[src/umi_regs.vh]
// Purpose: Register offsets, field positions, reset values and codes
// Assumes: APB word access, registers in the low byte of each word
// Notes:   Shared by the interrupt logic top and its encoder
`ifndef UMI_REGS_VH
`define UMI_REGS_VH

// ----------------------------------------------------------------------
// Byte offsets
// ----------------------------------------------------------------------
`define UMI_OFF_IER      8'h04
`define UMI_OFF_IIR      8'h08
`define UMI_OFF_FCR      8'h0C
`define UMI_OFF_MCR      8'h10
`define UMI_OFF_EFR      8'h14
`define UMI_OFF_MSR      8'h18

// ----------------------------------------------------------------------
// Field positions
// ----------------------------------------------------------------------
`define UMI_IER_CTS      7
`define UMI_IER_RTS      6
`define UMI_IER_XOFF     5
`define UMI_IER_SLEEP    4
`define UMI_IER_LSR      2
`define UMI_IER_THR      1
`define UMI_IER_RHR      0
`define UMI_EFR_ENH      4
`define UMI_FCR_EN       0
`define UMI_MCR_LOOP     4
`define UMI_MCR_RTS      1
`define UMI_MSR_CTS      4
`define UMI_MSR_DCTS     0

// ----------------------------------------------------------------------
// Write masks
// ----------------------------------------------------------------------
`define UMI_IER_BASE_MSK 8'h07
`define UMI_IER_ENH_MSK  8'hF0
`define UMI_FCR_BASE_MSK 8'hCF
`define UMI_FCR_ENH_MSK  8'h30
`define UMI_MCR_BASE_MSK 8'h12
`define UMI_MCR_ENH_MSK  8'hE4
`define UMI_EFR_MSK      8'hFF

// ----------------------------------------------------------------------
// Reset values
// ----------------------------------------------------------------------
`define UMI_RST_IER      8'h00
`define UMI_RST_FCR      8'h00
`define UMI_RST_MCR      8'h00
`define UMI_RST_EFR      8'h00

// ----------------------------------------------------------------------
// Identification codes (bits 5:0) and pending vector positions
// ----------------------------------------------------------------------
`define UMI_ID_LSR       6'h06
`define UMI_ID_RXTO      6'h0C
`define UMI_ID_RHR       6'h04
`define UMI_ID_THR       6'h02
`define UMI_ID_MODEM     6'h00
`define UMI_ID_XOFF      6'h10
`define UMI_ID_FLOW      6'h20
`define UMI_ID_NONE      6'h01
`define UMI_P_LSR        0
`define UMI_P_RXTO       1
`define UMI_P_RHR        2
`define UMI_P_THR        3
`define UMI_P_MODEM      4
`define UMI_P_XOFF       5
`define UMI_P_FLOW       6
`define UMI_P_W          7

`endif

[src/umi_edge_det.v]
// Purpose: Remembers a line's previous level and flags its edges
// Assumes: Line is synchronous to pclk
// Notes:   Reset value of the history is the line's idle level
`timescale 1ns/1ps
module umi_edge_det #(
  parameter RST_VAL = 1'b1
) (
  // Clock and reset
  input  wire pclk,
  input  wire presetn,
  // Line
  input  wire level,
  // Edges
  output wire rise,
  output wire fall
);

  reg prev_q;

  always @(posedge pclk or negedge presetn) begin
    if (!presetn) begin
      prev_q <= RST_VAL;
    end else begin
      prev_q <= level;
    end
  end

  assign rise = level & ~prev_q;
  assign fall = ~level & prev_q;

endmodule // umi_edge_det

[src/umi_prio_enc.v]
// Purpose: Picks the highest-priority enabled source and encodes it
// Assumes: Pending bits are already gated by their enables
// Notes:   Output carries bits 5:0 of the identification register
`timescale 1ns/1ps
`include "umi_regs.vh"
module umi_prio_enc (
  // Enabled pending sources
  input  wire [`UMI_P_W-1:0] pend,
  // Encoded source, bit 0 low while pending
  output reg  [5:0]          ident
);

  always @* begin
    ident = `UMI_ID_NONE;
    if (pend[`UMI_P_LSR]) begin
      ident = `UMI_ID_LSR;
    end else if (pend[`UMI_P_RXTO]) begin
      ident = `UMI_ID_RXTO;
    end else if (pend[`UMI_P_RHR]) begin
      ident = `UMI_ID_RHR;
    end else if (pend[`UMI_P_THR]) begin
      ident = `UMI_ID_THR;
    end else if (pend[`UMI_P_MODEM]) begin
      ident = `UMI_ID_MODEM;
    end else if (pend[`UMI_P_XOFF]) begin
      ident = `UMI_ID_XOFF;
    end else if (pend[`UMI_P_FLOW]) begin
      ident = `UMI_ID_FLOW;
    end
  end

endmodule // umi_prio_enc

[src/umi_top.v]
// Purpose: Modem status, interrupt enable and identification logic
// Assumes: All inputs synchronous to pclk; APB slave, no wait states
// Notes:   Datapath sources arrive as levels or one-cycle pulses
//
// Added by the designer: the placing of the registers and the APB interface to the registers.
`timescale 1ns/1ps
`include "umi_regs.vh"
module umi_top (
  // Clock and reset
  input  wire        pclk,
  input  wire        presetn,
  // APB slave
  input  wire        psel,
  input  wire        penable,
  input  wire        pwrite,
  input  wire [7:0]  paddr,
  input  wire [31:0] pwdata,
  output wire [31:0] prdata,
  output wire        pready,
  output wire        pslverr,
  // Modem lines, active low
  input  wire        cts_n_pin,
  input  wire        rts_n_line,
  // Sources from the UART datapath
  input  wire        lsr_err,
  input  wire        rx_timeout,
  input  wire        rx_trig,
  input  wire        tx_space_ok,
  input  wire        tx_write,
  input  wire        xoff_evt,
  // Block outputs
  output wire        irq,
  output wire        sleep_req,
  output wire        fifo_en
);

  // --------------------------------------------------------------------
  // Helpers
  // --------------------------------------------------------------------
  function [7:0] wmerge;
    input [7:0] old_val;
    input [7:0] new_val;
    input [7:0] wmsk;
    begin
      wmerge = (old_val & ~wmsk) | (new_val & wmsk);
    end
  endfunction

  // --------------------------------------------------------------------
  // Declarations
  // --------------------------------------------------------------------
  reg  [7:0]          ier_q;
  reg  [7:0]          fcr_q;
  reg  [7:0]          mcr_q;
  reg  [7:0]          efr_q;
  reg                 dcts_q;
  reg                 dcts_seen_q;
  reg                 thr_pend_q;
  reg                 xoff_pend_q;
  reg                 cts_flow_q;
  reg                 rts_flow_q;
  reg  [5:0]          id_seen_q;
  reg                 irq_q;
  reg                 sleep_q;
  reg                 fifo_en_q;
  reg  [31:0]         prdata_q;
  reg                 pready_q;
  reg                 pslverr_q;

  reg  [7:0]          ier_d;
  reg  [7:0]          fcr_d;
  reg  [7:0]          mcr_d;
  reg  [7:0]          efr_d;
  reg                 dcts_d;
  reg                 thr_pend_d;
  reg                 xoff_pend_d;
  reg                 cts_flow_d;
  reg                 rts_flow_d;

  reg                 sel_ier;
  reg                 sel_iir;
  reg                 sel_fcr;
  reg                 sel_mcr;
  reg                 sel_efr;
  reg                 sel_msr;
  reg                 addr_hit;
  reg  [7:0]          rd_val;

  wire                apb_setup;
  wire                apb_acc;
  wire                wr_acc;
  wire                rd_acc;
  wire                enh_en;
  wire                cts_line_n;
  wire                cts_rise;
  wire                cts_fall;
  wire                rts_rise;
  wire                tx_rise;
  wire [7:0]          msr_val;
  wire [7:0]          iir_val;
  wire [`UMI_P_W-1:0] pend;
  wire [5:0]          ident;
  wire                iir_clr;

  // --------------------------------------------------------------------
  // APB phases
  // --------------------------------------------------------------------
  assign apb_setup = psel & ~penable;
  assign apb_acc   = psel & penable & pready_q;
  assign wr_acc    = apb_acc & pwrite;
  assign rd_acc    = apb_acc & ~pwrite;
  assign enh_en    = efr_q[`UMI_EFR_ENH];

  // --------------------------------------------------------------------
  // Address decode
  // --------------------------------------------------------------------
  always @* begin
    sel_ier  = 1'b0;
    sel_iir  = 1'b0;
    sel_fcr  = 1'b0;
    sel_mcr  = 1'b0;
    sel_efr  = 1'b0;
    sel_msr  = 1'b0;
    addr_hit = 1'b1;
    rd_val   = 8'h00;
    if (paddr == `UMI_OFF_IER) begin
      sel_ier = 1'b1;
      rd_val  = ier_q;
    end else if (paddr == `UMI_OFF_IIR) begin
      sel_iir = 1'b1;
      rd_val  = iir_val;
    end else if (paddr == `UMI_OFF_FCR) begin
      sel_fcr = 1'b1;
      rd_val  = fcr_q;
    end else if (paddr == `UMI_OFF_MCR) begin
      sel_mcr = 1'b1;
      rd_val  = mcr_q;
    end else if (paddr == `UMI_OFF_EFR) begin
      sel_efr = 1'b1;
      rd_val  = efr_q;
    end else if (paddr == `UMI_OFF_MSR) begin
      sel_msr = 1'b1;
      rd_val  = msr_val;
    end else begin
      addr_hit = 1'b0;
    end
  end

  // --------------------------------------------------------------------
  // Modem line and transmit space edges
  // --------------------------------------------------------------------
  // In loopback the control bit drives the line as an active-low pin
  assign cts_line_n = mcr_q[`UMI_MCR_LOOP] ? ~mcr_q[`UMI_MCR_RTS] :
                      cts_n_pin;

  umi_edge_det #(.RST_VAL(1'b1)) u_cts_edge (
    .pclk    (pclk),
    .presetn (presetn),
    .level   (cts_line_n),
    .rise    (cts_rise),
    .fall    (cts_fall)
  );

  umi_edge_det #(.RST_VAL(1'b1)) u_rts_edge (
    .pclk    (pclk),
    .presetn (presetn),
    .level   (rts_n_line),
    .rise    (rts_rise),
    .fall    ()
  );

  // Transmit space crossing its threshold is the only thing that arms
  // the transmit interrupt, so enabling it never fires it by itself
  umi_edge_det #(.RST_VAL(1'b0)) u_tx_edge (
    .pclk    (pclk),
    .presetn (presetn),
    .level   (tx_space_ok),
    .rise    (tx_rise),
    .fall    ()
  );

  // --------------------------------------------------------------------
  // Status and identification values
  // --------------------------------------------------------------------
  assign msr_val = {3'b000, ~cts_line_n, 3'b000, dcts_q};

  assign pend[`UMI_P_LSR]   = lsr_err & ier_q[`UMI_IER_LSR];
  assign pend[`UMI_P_RXTO]  = rx_timeout & ier_q[`UMI_IER_RHR];
  assign pend[`UMI_P_RHR]   = rx_trig & ier_q[`UMI_IER_RHR];
  assign pend[`UMI_P_THR]   = thr_pend_q & ier_q[`UMI_IER_THR];
  assign pend[`UMI_P_MODEM] = dcts_q & ier_q[`UMI_IER_CTS];
  assign pend[`UMI_P_XOFF]  = xoff_pend_q & ier_q[`UMI_IER_XOFF];
  assign pend[`UMI_P_FLOW]  = (cts_flow_q & ier_q[`UMI_IER_CTS]) |
                              (rts_flow_q & ier_q[`UMI_IER_RTS]);

  umi_prio_enc u_prio (
    .pend  (pend),
    .ident (ident)
  );

  // Bit 0 of the code is the not-pending flag
  assign iir_val = {fcr_q[`UMI_FCR_EN], fcr_q[`UMI_FCR_EN],
                    ident};

  // Read side effects act only on what the read actually showed
  assign iir_clr = rd_acc & sel_iir;

  // --------------------------------------------------------------------
  // Next state
  // --------------------------------------------------------------------
  always @* begin
    ier_d = ier_q;
    fcr_d = fcr_q;
    mcr_d = mcr_q;
    efr_d = efr_q;
    if (wr_acc && sel_ier) begin
      ier_d = wmerge(ier_q, pwdata[7:0], `UMI_IER_BASE_MSK |
                     (enh_en ? `UMI_IER_ENH_MSK : 8'h00));
    end
    if (wr_acc && sel_fcr) begin
      fcr_d = wmerge(fcr_q, pwdata[7:0], `UMI_FCR_BASE_MSK |
                     (enh_en ? `UMI_FCR_ENH_MSK : 8'h00));
    end
    if (wr_acc && sel_mcr) begin
      mcr_d = wmerge(mcr_q, pwdata[7:0], `UMI_MCR_BASE_MSK |
                     (enh_en ? `UMI_MCR_ENH_MSK : 8'h00));
    end
    if (wr_acc && sel_efr) begin
      efr_d = wmerge(efr_q, pwdata[7:0], `UMI_EFR_MSK);
    end

    // Set wins over the read clear
    dcts_d = (cts_rise | cts_fall) |
             (dcts_q & ~(rd_acc & sel_msr & dcts_seen_q));

    // Disabling drops a stale request so re-enabling starts clean
    thr_pend_d = (tx_rise & ier_q[`UMI_IER_THR]) |
                 (thr_pend_q & ier_q[`UMI_IER_THR] & ~tx_write &
                  ~(iir_clr && id_seen_q == `UMI_ID_THR));

    xoff_pend_d = (xoff_evt & ier_q[`UMI_IER_XOFF]) |
                  (xoff_pend_q &
                   ~(iir_clr && id_seen_q == `UMI_ID_XOFF));

    cts_flow_d = (cts_rise & ier_q[`UMI_IER_CTS]) |
                 (cts_flow_q &
                  ~(iir_clr && id_seen_q == `UMI_ID_FLOW));
    rts_flow_d = (rts_rise & ier_q[`UMI_IER_RTS]) |
                 (rts_flow_q &
                  ~(iir_clr && id_seen_q == `UMI_ID_FLOW));
  end

  // --------------------------------------------------------------------
  // Registers
  // --------------------------------------------------------------------
  always @(posedge pclk or negedge presetn) begin
    if (!presetn) begin
      ier_q       <= `UMI_RST_IER;
      fcr_q       <= `UMI_RST_FCR;
      mcr_q       <= `UMI_RST_MCR;
      efr_q       <= `UMI_RST_EFR;
      dcts_q      <= 1'b0;
      thr_pend_q  <= 1'b0;
      xoff_pend_q <= 1'b0;
      cts_flow_q  <= 1'b0;
      rts_flow_q  <= 1'b0;
      irq_q       <= 1'b0;
      sleep_q     <= 1'b0;
      fifo_en_q   <= 1'b0;
    end else begin
      ier_q       <= ier_d;
      fcr_q       <= fcr_d;
      mcr_q       <= mcr_d;
      efr_q       <= efr_d;
      dcts_q      <= dcts_d;
      thr_pend_q  <= thr_pend_d;
      xoff_pend_q <= xoff_pend_d;
      cts_flow_q  <= cts_flow_d;
      rts_flow_q  <= rts_flow_d;
      irq_q       <= |pend;
      sleep_q     <= ier_d[`UMI_IER_SLEEP];
      fifo_en_q   <= fcr_d[`UMI_FCR_EN];
    end
  end

  // --------------------------------------------------------------------
  // APB answer
  // --------------------------------------------------------------------
  // No wait states: data are captured in setup so outputs stay registered
  always @(posedge pclk or negedge presetn) begin
    if (!presetn) begin
      prdata_q    <= 32'h0000_0000;
      pready_q    <= 1'b0;
      pslverr_q   <= 1'b0;
      dcts_seen_q <= 1'b0;
      id_seen_q   <= `UMI_ID_NONE;
    end else begin
      pready_q  <= apb_setup;
      pslverr_q <= apb_setup & ~addr_hit;
      if (apb_setup) begin
        prdata_q    <= pwrite ? 32'h0000_0000 : {24'h00_0000, rd_val};
        dcts_seen_q <= dcts_q;
        id_seen_q   <= ident;
      end
    end
  end

  // --------------------------------------------------------------------
  // Outputs
  // --------------------------------------------------------------------
  assign prdata    = prdata_q;
  assign pready    = pready_q;
  assign pslverr   = pslverr_q;
  assign irq       = irq_q;
  assign sleep_req = sleep_q;
  assign fifo_en   = fifo_en_q;

endmodule // umi_top

[config.mk]
export PLATFORM = sky130hd
export DESIGN_NAME = umi_top
export DESIGN_NICKNAME = d
export VERILOG_FILES = /design/src/umi_edge_det.v /design/src/umi_prio_enc.v /design/src/umi_top.v
export VERILOG_INCLUDE_DIRS = /design/src /design/src/src
export SDC_FILE = /design/constraint.sdc
export NUM_CORES = 1
export LEC_CHECK = 0
export BUFFER_PORTS_ARGS = -buffer_cell sky130_fd_sc_hd__buf_4
export CORE_UTILIZATION = 51
export DETAILED_ROUTE_END_ITERATION = 10
export GPL_TIMING_DRIVEN = 0
export PLACE_DENSITY_LB_ADDON = 0.3
export SYNTH_ARGS = -nofsm -noshare
export SYNTH_HDL_FRONTEND = slang
export SYNTH_SLANG_ARGS = --single-unit
[constraint.sdc]
create_clock -name pclk -period 2 [get_ports pclk]
set_input_delay 0.5 -clock pclk [delete_from_list [all_inputs] [get_ports pclk]]
set_output_delay 0.5 -clock pclk [all_outputs]
set_load 0.05 [all_outputs]
Word-level counts from Yosys, hierarchy flattened. Cells that the tools add are included. W data, S select, Z words.

Word-level logic and storage cells: 144. Output and inout port bits: 37. Bits in registers: 82. Input bits: 53.

Equal/unequal tests: 9. Bitwise operators: 63. Reductions and logical operators: 8. Mux-type cells: 44.

Operators by type and width (count): $mux W8 (8); $and A8 B8 Y8 (6); $mux W6 (8); $and A1 B1 Y1 (31); $mux W1 (27); $eq A8 B5 Y1 const B (3); $not A8 Y8 (3); $or A8 B8 Y8 (3); $eq A8 B4 Y1 const B (2); $not A1 Y1 (13); $eq A8 B3 Y1 const B (1); $logic_and A1 B1 Y1 (7); $or A1 B1 Y1 (7); $reduce_or A7 Y1 (1); $eq A6 B2 Y1 const B (1); $eq A6 B5 Y1 const B (1); $eq A6 B6 Y1 const B (1); $mux W5 (1).

Logic depth before layout (Yosys ltp).
Word-level depth: 12. Depth in mapped cells: 7. Mapped depth without buffers: 5.

By module. From an unflattened synthesis, not the netlist that was laid out.

Cell total of the unflattened synthesis: 288. Area, all modules: 2959.1 um^2.

Modules (own cells, without submodules): umi_top (cells an instance 270, times used 1, area an instance 2762.6 um^2, seq. area each 1302.5 um^2); umi_edge_det (u_cts_edge ...) (cells an instance 3, times used 2, area an instance 41.3 um^2, seq. area each 26.3 um^2); umi_prio_enc (cells an instance 9, times used 1, area an instance 73.8 um^2, seq. area each 0.0 um^2); umi_edge_det (u_tx_edge) (cells an instance 3, times used 1, area an instance 40.0 um^2, seq. area each 25.0 um^2).

Worst setup path after synthesis. OpenSTA, ideal clock, no wires.

Kind: input -> register. Start point: input paddr[7]. End point: register with a tool-made name. Data arrival time: 1.912 ns. Stages on the path: 4. Data required time: 1.875 ns. Path slack: -0.037 ns. Setup time: 0.125 ns. Path buffers: 0. Cell sequence: or4b_4 -> nor4b_4 -> nand3_2 -> mux2_2.

RTL lines: from (decl) (line umi_top.v:16) `input wire [7:0] paddr,`.

Worst setup path after layout.
Start point: input paddr[7]. End point: register prdata_q[2] (netlist: prdata[2]).

Longest elaborated chain between the ends: 7. Elaborated cells on any way between the ends: 11. Those cells by class: 5 x eq/ne; 6 x mux.

Ends and longest elaborated chain: $eq A8 B5 Y1 (no line); $mux W8 (line umi_top.v:138) `` end else if (paddr == `UMI_OFF_EFR) begin ``; $mux W8 (line umi_top.v:135) `` end else if (paddr == `UMI_OFF_MCR) begin ``; $mux W8 (line umi_top.v:132) `` end else if (paddr == `UMI_OFF_FCR) begin ``; $mux W8 (line umi_top.v:129) `` end else if (paddr == `UMI_OFF_IIR) begin ``; $mux W8 * (line umi_top.v:126) `` if (paddr == `UMI_OFF_IER) begin ``; $mux W8 * (line umi_top.v:301) `prdata_q <= pwrite ? 32'h0000_0000 : {24'h00_0000, rd_val};`; to (signal assigned) (line umi_top.v:301); to (decl) (line umi_top.v:66) `reg [31:0] prdata_q;`.

Mark *: on every way between the ends. The rest lies on a longest branch, timed or not. A chain may end at the register's enable or synchronous reset.

==> results.toml <==
[global_routing]
grt_max_degree = 56
met1_usage_pct = 32.3
use_met2_pct = 38.2
grt_first_pass_wirelength_um = 10700
globalRouteOverflowTotal = 0
grt_use_met3_pct = 4.91
antenna_found_initial = 0
grt_pass1_vias = 2147
grt.total_usage_pct = 23.9
top_usage_layer = "met2"

[cells_and_area]
register_area_um2 = 1380
drive_gt1_share_pct = 36.6
insertedDiodeCount = 0
multi_input_area_um2 = 1320
fillers = 438
final_nets = 384
instances_no_fill = 401
synthToLayoutAreaGrowth_pct = 22.5

[placed_design]
placedCellCount = 389
hpwl_um = 4980
gp_congestion = 0.869
place.port_buffers = 40

[synth]
synth-edff-count = 0
postSynth.asyncResetShare_pct = 100
yosys_warnings = 0
ys_seq_elements = 55
ys_seq_area_share_pct = 49.2
synth-compound-area-share_pct = 12.7
synth.top_cells.by_area = "dfrtp_1 (46%), mux2_2 (12%), buf_4 (6.4%)"
synthTopCellsByCount = "dfrtp_1 (52), mux2_2 (30), buf_4 (24), nand2_1 (22), o21ai_0 (20)"
syn_avg_cell_area_um2 = 11.0
synthSimpleGateAreaFrac_pct = 17.5
syn_inst = 256
synthAdderAreaFrac_pct = 0.446
yosysTopAreaCell = "dfrtp_1"
synthDistinctLibCells = 47
synth_xor_area_share_pct = 0
syn_area_um2 = 2810
synth.area.mux_share_pct = 12.0
yosysMostFrequentCell = "dfrtp_1"
synth_top_family_by_area = "simple AND/OR/NAND/NOR gates"
synth_top_area_share_pct = 46.4
synth_flop_cell = "dfrtp_1"

[route]
drt_wl_total_um = 6670
vias = 2238
viasPerCell = 5.58
drt_drc_violations_left = 0
routedWlPerCell_um = 16.6
first_iter_violations = 139
first_pass_iters = 4
drtAntennaViolNets = 0

[worst_setup_path]
crit_path_max_fanout = 5
cp.required_ns = 2.23
regToRegSetupSlack_ns = 0.26
worst_r2r_endpoint = "rts_flow_q$_DFF_PN0_"
reg2reg_depth = 5
cp.arrival_ns = 2.16
r2r-start = "pready$_DFF_PN0_"
worst-setup-path-type = "input pin to flip-flop"
cp-start-kind = "input pin"
cp-end-kind = "flip-flop"

[sta]
whs_ns = 0.234
tightest_slew_ns = 1.00
setup_viol = 0
tns_ns = 0
fmaxAchievable_ghz = 0.519
fin_skew_ns = 0.00413
slew_violations = 0
grt_setup_unrepaired = "no"
min_period_ns = 1.93
period_share_pct = 96.4
finalHoldViolCount = 0
max-slew-margin-rel_pct = 32.8

[status]
outcome = "finished clean"

[clock_tree]
clock-sinks = 55
clkLatencyLatePin_ns = 0.31
clockBufferDepth = 2
cts_tree = "yes"
numCtsBuffers = 5
cts_root_buffer = "clkbuf_8"
cts-htree-levels = 2
hold_buffers = 0
cts.clk_slew.worst_paths_ns = 0.09

[flow_run]
cap_violations = 0

[floorplan]
io_pins = 90
die_w_um = 76.2
core.rowCount = 26
die_h_um = 76.2
core_um2 = 5200
die_area_um2 = 5800
start_util_pct = 53.9

[power_and_ir_drop]
p_per_area_nw_per_um2 = 619
irDropWorstVdd_mv = 0.437
p_leak_nw = 1.65
power.total_mw = 2.13

[hold_path]
hold_class = "input pin to async pin"
[cells in the final DEF, fill, tap and decap left out, drive strengths merged, types with 2 or more instances in the layout]
master / synthesis / routed
a21oi: 3 / 3
dfstp: 3 / 3
conb: 1 / 24
nor2: 7 / 7
nor4b: 3 / 3
o21ai: 20 / 20
o21a: 3 / 3
buf: 25 / 69
a31oi: 4 / 4
a32o: 4 / 4
o22ai: 2 / 2
nand3b: 4 / 4
a221oi: 2 / 2
dfrtp: 52 / 52
nand2b: 2 / 2
a22o: 3 / 3
clkbuf: 6 / 14
nand4: 7 / 7
mux2: 30 / 30
nand2: 22 / 22
and4: 2 / 2
o2bb2ai: 2 / 2
nand3: 12 / 12
nor3: 5 / 5
inv: 4 / 4
nand4b: 2 / 2
nor2b: 6 / 6
a22oi: 5 / 5
and2: 2 / 2
[critical path, cell delays in order]
cell,delay (ns)
buf_4,0.13
or4b_4,0.58
nor4b_4,0.37
buf_4,0.20
a22o_1,0.15
a21oi_1,0.05
o21ai_0,0.18
[cell type report]
| type | count | share of cell area (%) |
|---|---|---|
| clock buffer | 8 | 2.91 |
| inverter | 4 | 0.437 |
| tap | 70 | 2.55 |
| timing repair buffer | 44 | 9.61 |
| multi-input combinational | 189 | 38.3 |
| sequential | 55 | 40.2 |
| buffer | 31 | 6.08 |
[worst max path at each step]
stage / startpoint / end / slack, ns / cells past startpoint
4_1_cts: paddr[1] / fcr_q[2]$_DFFE_PN0P_ / 0.003 / 6
3_3_place_gp: paddr[4] / fcr_q[2]$_DFFE_PN0P_ / -0.52 / 7
6_report: paddr[7] / prdata[2]$_DFFE_PN0P_ / 0.07 / 7
5_1_grt: paddr[4] / rts_flow_q$_DFF_PN0_ / 0.002 / 8
3_5_place_dp: paddr[4] / fcr_q[2]$_DFFE_PN0P_ / -0.54 / 7
2_1_floorplan: paddr[3] / ier_q[0]$_DFFE_PN0P_ / 0.001 / 5
[logic make-up after synthesis]
kind of cell / Yosys count
AOI/OAI and AO/OA: 53
adders and majority gates: 1
buffers and inverters: 35
DFF: 55
muxes: 30
other: 1
and+or+nand+nor: 81
[layer usage]
layer  routed length (um)  vias up  part of all wire, %
met5                    0        -                    0
met4                  161        0                  2.4
met3                  434       16                  6.5
met2                 3080      112                   46
met1                 2990     1064                   45
li1                     -     1046                    -
[power by group]
part / internal [mW] / leakage [nW] / switching, mW / total (mW)
registers: 1.13 / 0.740 / 0.00790 / 1.14
logic: 0.103 / 0.860 / 0.224 / 0.326
clock network: 0.317 / 0.0515 / 0.347 / 0.663
total: 1.55 / 1.65 / 0.578 / 2.13
[timing repair]
item                       in CTS  in global routing
pin swaps                       2                  1
setup buffers                   4                  0
setup endpoints to repair      23                 20
resized for setup               2                  5
[through the flow]
| stage | setup slack [ns] | util (%) | instance area (um^2) |
|---|---|---|---|
| floorplan | 0.00118 | - | 2890 |
| global placement | -0.518 | 63.0 | 3280 |
| detailed placement | -0.543 | 63.0 | 3280 |
| CTS | 0.00278 | 65.8 | 3420 |
| global route | 0.00240 | 66.0 | 3440 |
| finish | 0.0714 | 66.0 | 3440 |
Power figures use the tool's default switching activity.
